<file path="src/core/sioe_pkg.sv">
// Shared constants for the serial I/O expander
package sioe_pkg;
  localparam int          SIOE_NBITS        = 16;
  localparam int          SIOE_CNT_W        = 5;
  localparam logic [4:0]  SIOE_FRAME_EDGES  = 5'h10;
  localparam logic [15:0] SIOE_DIR_RESET    = 16'h0000;
  localparam logic [15:0] SIOE_LEVEL_RESET  = 16'hFFFF;
  localparam int          SIOE_CLK_NS       = 100;
  localparam int          SELECT_LOW_MIN_NS = 1000;
  localparam int          SELECT_LOW_MIN_CYC =
    (SELECT_LOW_MIN_NS + SIOE_CLK_NS - 1) / SIOE_CLK_NS;
  localparam int          SIOE_TMR_W        = 8;
endpackage

</file>
<file path="src/core/sioe_top.sv">
// Serial I/O expander: 16-bit shift frame to parallel pins
// What this block does
// Clear low: output high, regs reset, pins released
// Select low without clocks fixes open-drain config
// Select low in mode 1 starts frame
// First fall puts pin 0 live on output
// Same first fall captures remaining fifteen pins
// Each later fall shifts next sampled bit
// Serial input sampled each rise, bit 0 first
// Mode 1 frame end loads direction/type register
// Data mode frames run same shift sequence
// Frame end updates all pins together
// After init, frames load only level register
// Pins hold state during a frame
// Mode 0 open-drain; mode 1 per-bit config
// Frame: sixteen or more rises load last sixteen bits; no serial_in to serial_out path
// Pin behaviour follows type and level pair
// No-clock select-low means mode 0
// Short frames update nothing
module sioe_top
  import sioe_pkg::*;
(
  input  wire logic        core_clk,
  input  wire logic        rst_n,
  input  wire logic        clear_in_n,
  input  wire logic        select_n,
  input  wire logic        shift_clk,
  input  wire logic        serial_in,
  output logic             serial_out,
  input  wire logic [15:0] expander_pins_in,
  output logic      [15:0] expander_pins_out,
  output logic      [15:0] expander_pins_oe,
  output logic             init_done
);
  typedef enum logic [1:0] {SIOE_INIT, SIOE_DATA} sioe_mode_t;

  typedef struct packed {
    sioe_mode_t             mode;
    logic [15:0]            dir_type;
    logic [15:0]            level;
    logic [15:0]            shreg;
    logic [15:0]            samp;
    logic [SIOE_CNT_W-1:0]  rises;
    logic [SIOE_CNT_W-1:0]  falls;
    logic                   clk_seen;
    logic [SIOE_TMR_W-1:0]  low_tmr;
    logic                   sck_d;
    logic                   sel_d;
    logic                   sout;
    logic [15:0]            pout;
    logic [15:0]            poe;
    logic                   done;
  } sioe_state_t;

  sioe_state_t st;
  sioe_state_t next_st;

  logic        clr_s;
  logic        sel_s;
  logic        sck_s;
  logic        din_s;
  logic [15:0] pins_s;
  logic [15:0] samp_now;
  logic [15:0] new_out;
  logic [15:0] new_oe;
  logic        sck_rise;
  logic        sck_fall;
  logic        sel_rise;
  logic        frame_ok;

  sioe_sync u_sync_clr (.core_clk(core_clk), .rst_n(rst_n), .async_in(clear_in_n),
                        .sync_out(clr_s));
  sioe_sync u_sync_sel (.core_clk(core_clk), .rst_n(rst_n), .async_in(select_n),
                        .sync_out(sel_s));
  sioe_sync u_sync_sck (.core_clk(core_clk), .rst_n(rst_n), .async_in(shift_clk),
                        .sync_out(sck_s));
  sioe_sync u_sync_din (.core_clk(core_clk), .rst_n(rst_n), .async_in(serial_in),
                        .sync_out(din_s));

  genvar gi;
  generate
    for (gi = 0; gi < SIOE_NBITS; gi++) begin : g_pin
      sioe_sync u_sync_pin (.core_clk(core_clk), .rst_n(rst_n),
                            .async_in(expander_pins_in[gi]),
                            .sync_out(pins_s[gi]));
      // pin pair decode
      sioe_pin u_pin (.dir_type(st.dir_type[gi]), .level(st.level[gi]),
                      .pin_in(pins_s[gi]), .pin_out(new_out[gi]),
                      .pin_oe(new_oe[gi]), .sample(samp_now[gi]));
    end
  endgenerate

  assign sck_rise = sck_s & ~st.sck_d;
  assign sck_fall = ~sck_s & st.sck_d;
  assign sel_rise = sel_s & ~st.sel_d;
  // sixteen bits per frame
  // full frame only
  assign frame_ok = (st.rises == SIOE_FRAME_EDGES);

  always_comb begin
    next_st       = st;
    next_st.sck_d = sck_s;
    next_st.sel_d = sel_s;
    if (!clr_s) begin
      // clear holds defaults
      next_st          = '0;
      next_st.mode     = SIOE_INIT;
      next_st.dir_type = SIOE_DIR_RESET;
      next_st.level    = SIOE_LEVEL_RESET;
      next_st.sout     = 1'b1;
      next_st.pout     = SIOE_LEVEL_RESET;
      next_st.poe      = 16'h0000;
      next_st.sck_d    = sck_s;
      next_st.sel_d    = sel_s;
    end else if (!sel_s) begin
      // select low opens frame
      // same sequence in data mode
      if (st.mode == SIOE_INIT && !st.clk_seen && st.low_tmr != '1) begin
        next_st.low_tmr = st.low_tmr + 1'b1;
      end
      if (sck_fall) begin
        next_st.clk_seen = 1'b1;
        if (st.falls == '0) begin
          // pin 0 live on first fall
          next_st.sout = samp_now[0];
          next_st.samp = samp_now;
        end else begin
          // next sampled bit out
          next_st.sout = st.samp[st.falls[3:0]];
        end
        if (st.falls != SIOE_FRAME_EDGES) begin
          next_st.falls = st.falls + 1'b1;
        end
      end
      if (sck_rise) begin
        next_st.clk_seen = 1'b1;
        // rest captured at first fall, not at rise
        // serial input, bit 0 first
        next_st.shreg = {din_s, st.shreg[15:1]};
        if (st.rises != SIOE_FRAME_EDGES) begin
          next_st.rises = st.rises + 1'b1;
        end
      end
    end else begin
      if (sel_rise) begin
        if (st.mode == SIOE_INIT) begin
          if (!st.clk_seen && st.low_tmr >= SIOE_TMR_W'(SELECT_LOW_MIN_CYC)) begin
            // no clocks, so mode 0
            // direction stays zero
            // all open-drain
            next_st.dir_type = SIOE_DIR_RESET;
            next_st.mode     = SIOE_DATA;
            next_st.done     = 1'b1;
          end else if (frame_ok) begin
            // load direction/type
            next_st.dir_type = st.shreg;
            next_st.mode     = SIOE_DATA;
            next_st.done     = 1'b1;
          end
        end else if (frame_ok) begin
          // data frames load level only
          next_st.level = st.shreg;
        end
      end
      next_st.rises    = '0;
      next_st.falls    = '0;
      next_st.clk_seen = 1'b0;
      next_st.low_tmr  = '0;
      // pins change only here and on clear
      // all pins together
      next_st.pout = new_out;
      next_st.poe  = new_oe;
    end
  end

  always_ff @(posedge core_clk or negedge rst_n) begin
    if (!rst_n) begin
      st          <= '0;
      st.mode     <= SIOE_INIT;
      st.dir_type <= SIOE_DIR_RESET;
      st.level    <= SIOE_LEVEL_RESET;
      st.sout     <= 1'b1;
      st.pout     <= SIOE_LEVEL_RESET;
      st.sck_d    <= 1'b1;
      st.sel_d    <= 1'b1;
    end else begin
      st <= next_st;
    end
  end

  assign serial_out        = st.sout;
  assign expander_pins_out = st.pout;
  assign expander_pins_oe  = st.poe;
  assign init_done         = st.done;
endmodule

</file>
<file path="src/core/sioe_sync.sv">
// Two-flop synchroniser for one level
module sioe_sync
  import sioe_pkg::*;
(
  input  wire logic core_clk,
  input  wire logic rst_n,
  input  wire logic async_in,
  output logic      sync_out
);
  typedef struct packed {
    logic s1;
    logic s2;
  } sioe_sync_t;
  sioe_sync_t st;
  sioe_sync_t next_st;
  always_comb begin
    next_st.s1 = async_in;
    next_st.s2 = st.s1;
  end
  always_ff @(posedge core_clk or negedge rst_n) begin
    if (!rst_n) begin
      st <= 2'b11;
    end else begin
      st <= next_st;
    end
  end
  assign sync_out = st.s2;
endmodule

</file>
<file path="src/core/sioe_pin.sv">
// One expander pin: drive, enable and input view
module sioe_pin
  import sioe_pkg::*;
(
  input  wire logic dir_type,
  input  wire logic level,
  input  wire logic pin_in,
  output logic      pin_out,
  output logic      pin_oe,
  output logic      sample
);
  always_comb begin
    pin_out = level;
    pin_oe  = dir_type | ~level;
    sample  = (!dir_type && level) ? pin_in : 1'b1;
  end
endmodule

</file>
<file path="config.mk">
export PLATFORM = sky130hd
export DESIGN_NAME = sioe_top
export DESIGN_NICKNAME = d
export VERILOG_FILES = /design/src/core/sioe_pkg.sv /design/src/core/sioe_top.sv /design/src/core/sioe_sync.sv /design/src/core/sioe_pin.sv
export SDC_FILE = /design/constraint.sdc
export NUM_CORES = 1
export LEC_CHECK = 0
export ABC_AREA = 1
export BUFFER_PORTS_ARGS = -buffer_cell sky130_fd_sc_hd__buf_2
export CORE_MARGIN = 8
export CORE_UTILIZATION = 45
export DETAILED_ROUTE_END_ITERATION = 16
export PLACE_DENSITY = 0.76
export SETUP_SLACK_MARGIN = 0.1
export SLEW_MARGIN = 0
export SYNTH_ARGS = -nofsm -noshare
export SYNTH_HDL_FRONTEND = slang
export SYNTH_HIERARCHICAL = 1
export SYNTH_SLANG_ARGS = --single-unit
</file>
<file path="constraint.sdc">
create_clock -name core_clk -period 1.7 [get_ports core_clk]
set_input_delay 0.255 -clock core_clk [delete_from_list [all_inputs] [get_ports core_clk]]
set_output_delay 0.255 -clock core_clk [all_outputs]
set_load 0.02 [all_outputs]
</file>
## Word-level counts from Yosys, hierarchy flattened

Index checks and enable logic that the tools add are counted.

| operators by class | value |
|---|---|
| add/subtract/negate cells | 3 |
| order comparisons | 2 |
| equality and inequality tests | 20 |
| muxes and demuxes | 46 |
| bitwise gates (word level) | 38 |
| reduce and logical (&&, ||, !) cells | 45 |

Operators with widths:

| operator | number |
|---|---|
| $mux W34 | 3 |
| $mux W85 | 1 |
| $mux W16 | 5 |
| $mux W18 | 3 |
| $mux W33 | 1 |
| $mux W32 | 1 |
| $mux W1 | 25 |
| $logic_and A1 B1 Y1 | 19 |
| $mux W19 | 1 |
| $not A1 Y1 | 19 |
| $logic_not A1 Y1 | 17 |
| $ne A2 B2 Y1 const B | 8 |
| $or A1 B1 Y1 | 16 |
| $mux W5 | 3 |
| $ne A3 B2 Y1 const B | 5 |
| $add A5 B1 Y5 const B | 2 |
| $ne A5 B5 Y1 const B | 2 |
| $add A8 B1 Y8 const B | 1 |
| $ge A8 B4 Y1 const B | 1 |
| $mux W8 | 1 |
| $ne A8 B8 Y1 const B | 1 |
| $reduce_and A2 Y1 | 4 |
| $reduce_and A4 Y1 | 2 |
| $mux W6 | 1 |
| other kinds (10) | 12 |

| storage, ports and cells | value |
|---|---|
| register bits after elaboration | 161 |
| input port bits | 22 |
| output and inout port bits | 34 |
| logic and storage cells | 209 |

## Depth between registers and ports, before layout

| logic depth | value |
|---|---|
| word-level depth | 7 |
| gate-level depth with buffers | 13 |
| gate-level depth less buffers | 11 |

## Cells and area by module

The synthesis kept the hierarchy.

By module, submodules not included:

| module | instances | cells each | area each (sq um) | seq. area each (sq um) |
|---|---|---|---|---|
| sioe_top | 1 | 622 | 5596.6 | 3021.6 |
| sioe_sync | 20 | 2 | 52.6 | 52.6 |
| sioe_pin | 16 | 5 | 28.8 | 0.0 |

## Worst setup path after synthesis

No wires, ideal clock.

| path | value |
|---|---|
| path type | flip-flop to flip-flop |
| from | reg st[45] in the netlist's numbering |
| to | reg st[60] in the netlist's numbering |
| setup time | 117 ps |
| arrival time | 1663 ps |
| required time | 1583 ps |
| path slack | -80 ps |
| stages on the path, launching flop included | 13 |
| path buffers | 3 |
| clock period less this slack | 1780 ps |
| cells stage by stage | dfrtp_1 -> buf_2 -> inv_1 -> buf_2 -> ha_1 -> nand2_1 -> nor2_1 -> nand2_1 -> nor2_4 -> nor2_4 -> buf_4 -> nand2_1 -> nand2_1 |

| on the way | value |
|---|---|
| cells in the longest elaborated chain, start to end | 3 |

Ends and longest elaborated chain:

| item | RTL line | text |
|---|---|---|
| from (decl) | sioe_top.sv:55 | `sioe_state_t st;` |
| from (signal assigned) | sioe_top.sv:187 | `st <= next_st;` |
| $logic_not A5 Y1 | sioe_top.sv:123 | `if (st.falls == '0) begin` |
| $ne A2 B2 Y1 (no source line) | - |  |
| $reduce_and A3 Y1 (no source line) | - |  |

No other way between the ends.
A chain may end at the register's enable or synchronous reset.

## Final worst setup path

| path | value |
|---|---|
| from | reg u_sync_clr.st (netlist bit u_sync_clr/sync_out) |
| to | reg st[112] (netlist name) |

| on the way | value |
|---|---|
| cells in the longest elaborated chain, start to end | 2 |
| elaborated cells between the ends (all ways) | 6 |
| classes of those cells | eq/ne: 4; mux: 1; reduce/logical: 1 |

Ends and longest elaborated chain:

| item | RTL line | text |
|---|---|---|
| from (decl) | sioe_sync.sv:14 | `sioe_sync_t st;` |
| from (signal assigned) | sioe_sync.sv:24 | `st <= next_st;` |
| $ne A3 B3 Y1 (no source line) (tied with other cells) | - |  |
| $reduce_and A4 Y1 (no source line) | - |  |

Parallel ways exist; a longest one is shown, timed or not.

==> flow_summary.json <==
{
  "outcome": "finished, final reports clean",
  "seq_power_share_pct": 48.3,
  "yosysUniqueCellTypes": 32,
  "critPathCaptureType": "register",
  "post-place-cells": 968,
  "setup_tns_ns": 0,
  "ys_seq_area_share_pct": 57.3,
  "htreeDepth": 4,
  "stdcell_area_um2": 8440,
  "power_density_nw_per_um2": 1060,
  "yosysTopAreaCell": "dfrtp_1",
  "period_minus_slack_ns": 1.54,
  "path_max_fanout": 10,
  "slew_headroom_pct": 73.1,
  "clk_pin_slew_ns": 0.06,
  "grt-ovfl-total": 0,
  "rsz0062_at_grt": "true",
  "fillers": 1384,
  "clk_latency_ns": 0.41,
  "row_count": 46,
  "grt_pass1_wl_um": 26100,
  "fin_crit_sh_pct": 90.9,
  "cp.arrival_ns": 1.85,
  "yosys_warnings": 6,
  "nets": 834,
  "synth_cells": 742,
  "synth.most_common_cell": "nand2_1",
  "syn-cell-area_um2": 7110,
  "layout-drive-gt1-share_pct": 30.6,
  "p_leak_nw": 4.01,
  "critPathLaunchType": "register",
  "synthFlopType": "dfrtp_1",
  "cts_made_buffers": 17,
  "first_pass_iters": 5,
  "drt_iter0_drc": 441,
  "diodes": 0,
  "slew_viol_final": 0,
  "synth-seq-cells": 159,
  "netlist_top_cells_count": "nand2_1, dfrtp_1, dfstp_2, nand3_1, inv_1",
  "synth_fp_nets": 772,
  "p_comb_share_pct": 11.1,
  "grt_max_degree": 43,
  "io_buffers": 55,
  "worst_slack_ns": 0.155,
  "cts.sinks": 159,
  "hold_ws_ns": 0.319,
  "viasPerCell": 5.05,
  "drc_errors": 0,
  "stdcell_count": 1033,
  "clockRootBuffer": "clkbuf_16",
  "syn2layout_area_growth_pct": 18.7,
  "coreArea_um2": 15700,
  "syn_area_per_cell_um2": 9.58,
  "crit_type": "reg -> reg",
  "worstRegToRegCells": 7,
  "yosysTopAreaCellShare_pct": 29.6,
  "grt_antenna_before_repair": 0,
  "die_w_um": 142,
  "cts_tree": "built",
  "max_freq_mhz": 647,
  "grt_pass1_vias": 5153,
  "drt-total-wl_um": 16000,
  "async_flop_share_pct": 100,
  "required_ns": 2.00,
  "ir_drop_uv": 668,
  "num_io_pins": 56,
  "wl_per_cell_um": 15.4,
  "dpl_worst_slack_ns": 0.0587,
  "min_path_type": "in -> async",
  "tightest_slew_ns": 0.404,
  "die_h_um": 142,
  "hold_viol": 0,
  "start_util_pct": 45.4,
  "antenna_left": 0,
  "grt_usage_pct": 16.4,
  "yosys-top-cells-area": "dfrtp_1, dfstp_2, nand2_1, buf_4, nand3_1",
  "switching_share_pct": 25.0,
  "power.switching_mw": 2.24,
  "dpl.hpwl_um": 11100,
  "place.gp.congestion": 0.874,
  "cap_violations": 0,
  "skew_ns": 0.00958,
  "final_core_util_pct": 53.9,
  "via_count": 5214,
  "clk_path_buf_depth": 2,
  "dpl_cell_area_um2": 7460,
  "clkPwrFrac_pct": 40.6,
  "internal_power_mw": 6.74,
  "die-area_um2": 20100,
  "setup_viol": 0,
  "synth_edf_count": 0,
  "finalPower_mw": 8.99
}
## power groups by stage
stage	Combinational, mW	Clock [mW]	Sequential (mW)
after floorplan	0.748	0	4.33
after global placement	0.894	0	4.39
after detailed placement	0.915	0	4.40
after CTS	0.961	3.72	4.34
after global routing	1.09	3.90	4.37
final	0.999	3.65	4.34
## critical path, cell delays in order (launching register included)
cell and delay, ns:
dfstp_2 0.65, buf_6 0.19, o21ai_4 0.10, nand2_2 0.12, nand2_4 0.09, buf_6 0.15
nand3_1 0.07, nand2_1 0.06
## cell families after synthesis
family / synth area share (%)
and+or+nand+nor: 20.9
DFF: 57.3
buffers and inverters: 10.8
AOI/OAI and AO/OA: 9.07
adders and majority gates: 1.41
xor gates and xnor gates: 0.493
## final cells by class
| class | instances | area (um2) | area share [%] |
|---|---|---|---|
| clock inverter | 9 | 111 | 1.32 |
| timing repair buffer | 119 | 926 | 11.0 |
| clock buffer | 23 | 458 | 5.43 |
| inverter | 69 | 267 | 3.16 |
| tap | 216 | 270 | 3.20 |
| sequential | 159 | 4070 | 48.3 |
| multi-input combinational | 438 | 2330 | 27.7 |
## worst paths after layout
kind	start	to	slack [ns]
max	u_sync_clr/sync_out$_DFF_PN1_	st[112]$_DFFE_PN0P_	0.16
min	rst_n	st[36]$_DFFE_PN0P_	0.32
max reg2reg	u_sync_clr/sync_out$_DFF_PN1_	st[112]$_DFFE_PN0P_	0.16
min reg2reg	g_pin[6].u_sync_pin/next_st[0]$_DFF_PN1_	g_pin[6].u_sync_pin/sync_out$_DFF_PN1_	0.35
max in group asynchronous	rst_n	g_pin[0].u_sync_pin/sync_out$_DFF_PN1_	0.77
min in group core_clk	g_pin[6].u_sync_pin/next_st[0]$_DFF_PN1_	g_pin[6].u_sync_pin/sync_out$_DFF_PN1_	0.35
## per-layer routing
layer,GRT usage (%),wire [um]
met1,20.9,6930
met2,26.9,8000
met3,3.49,753
met4,6.33,282
met5,0,0
## placed cells by master (no fill, tap or decap), drive strengths merged, types with 3 or more instances in the layout
master	count
a21oi	25
a22o	16
buf	97
clkbuf	24
clkinv	5
dfrtp	84
dfstp	75
dlygate4sd3	21
ha	8
inv	69
nand2	187
nand3	86
nand4	3
nor2	43
nor3	4
o21ai	41
o22a	16
xor2	4
## state kept, by name (all words and copies together) (netlist names), 16 cells and up
name	cells
expander_pins_out	16
st	86
expander_pins_oe	16
g_pin.u_sync_pin/next_st	16
g_pin.u_sync_pin/sync_out	16
## repair_timing
| action | in CTS | in global routing |
|---|---|---|
| pin swaps | 1 | 7 |
| gates cloned | 0 | 1 |
| buffers inserted | 2 | 9 |
| resized for setup | 2 | 25 |
| setup endpoints to repair | 28 | 65 |
| hold endpoints to repair | 44 | 0 |
| hold buffers | 21 | 0 |
(Power assumes the default switching activity.)
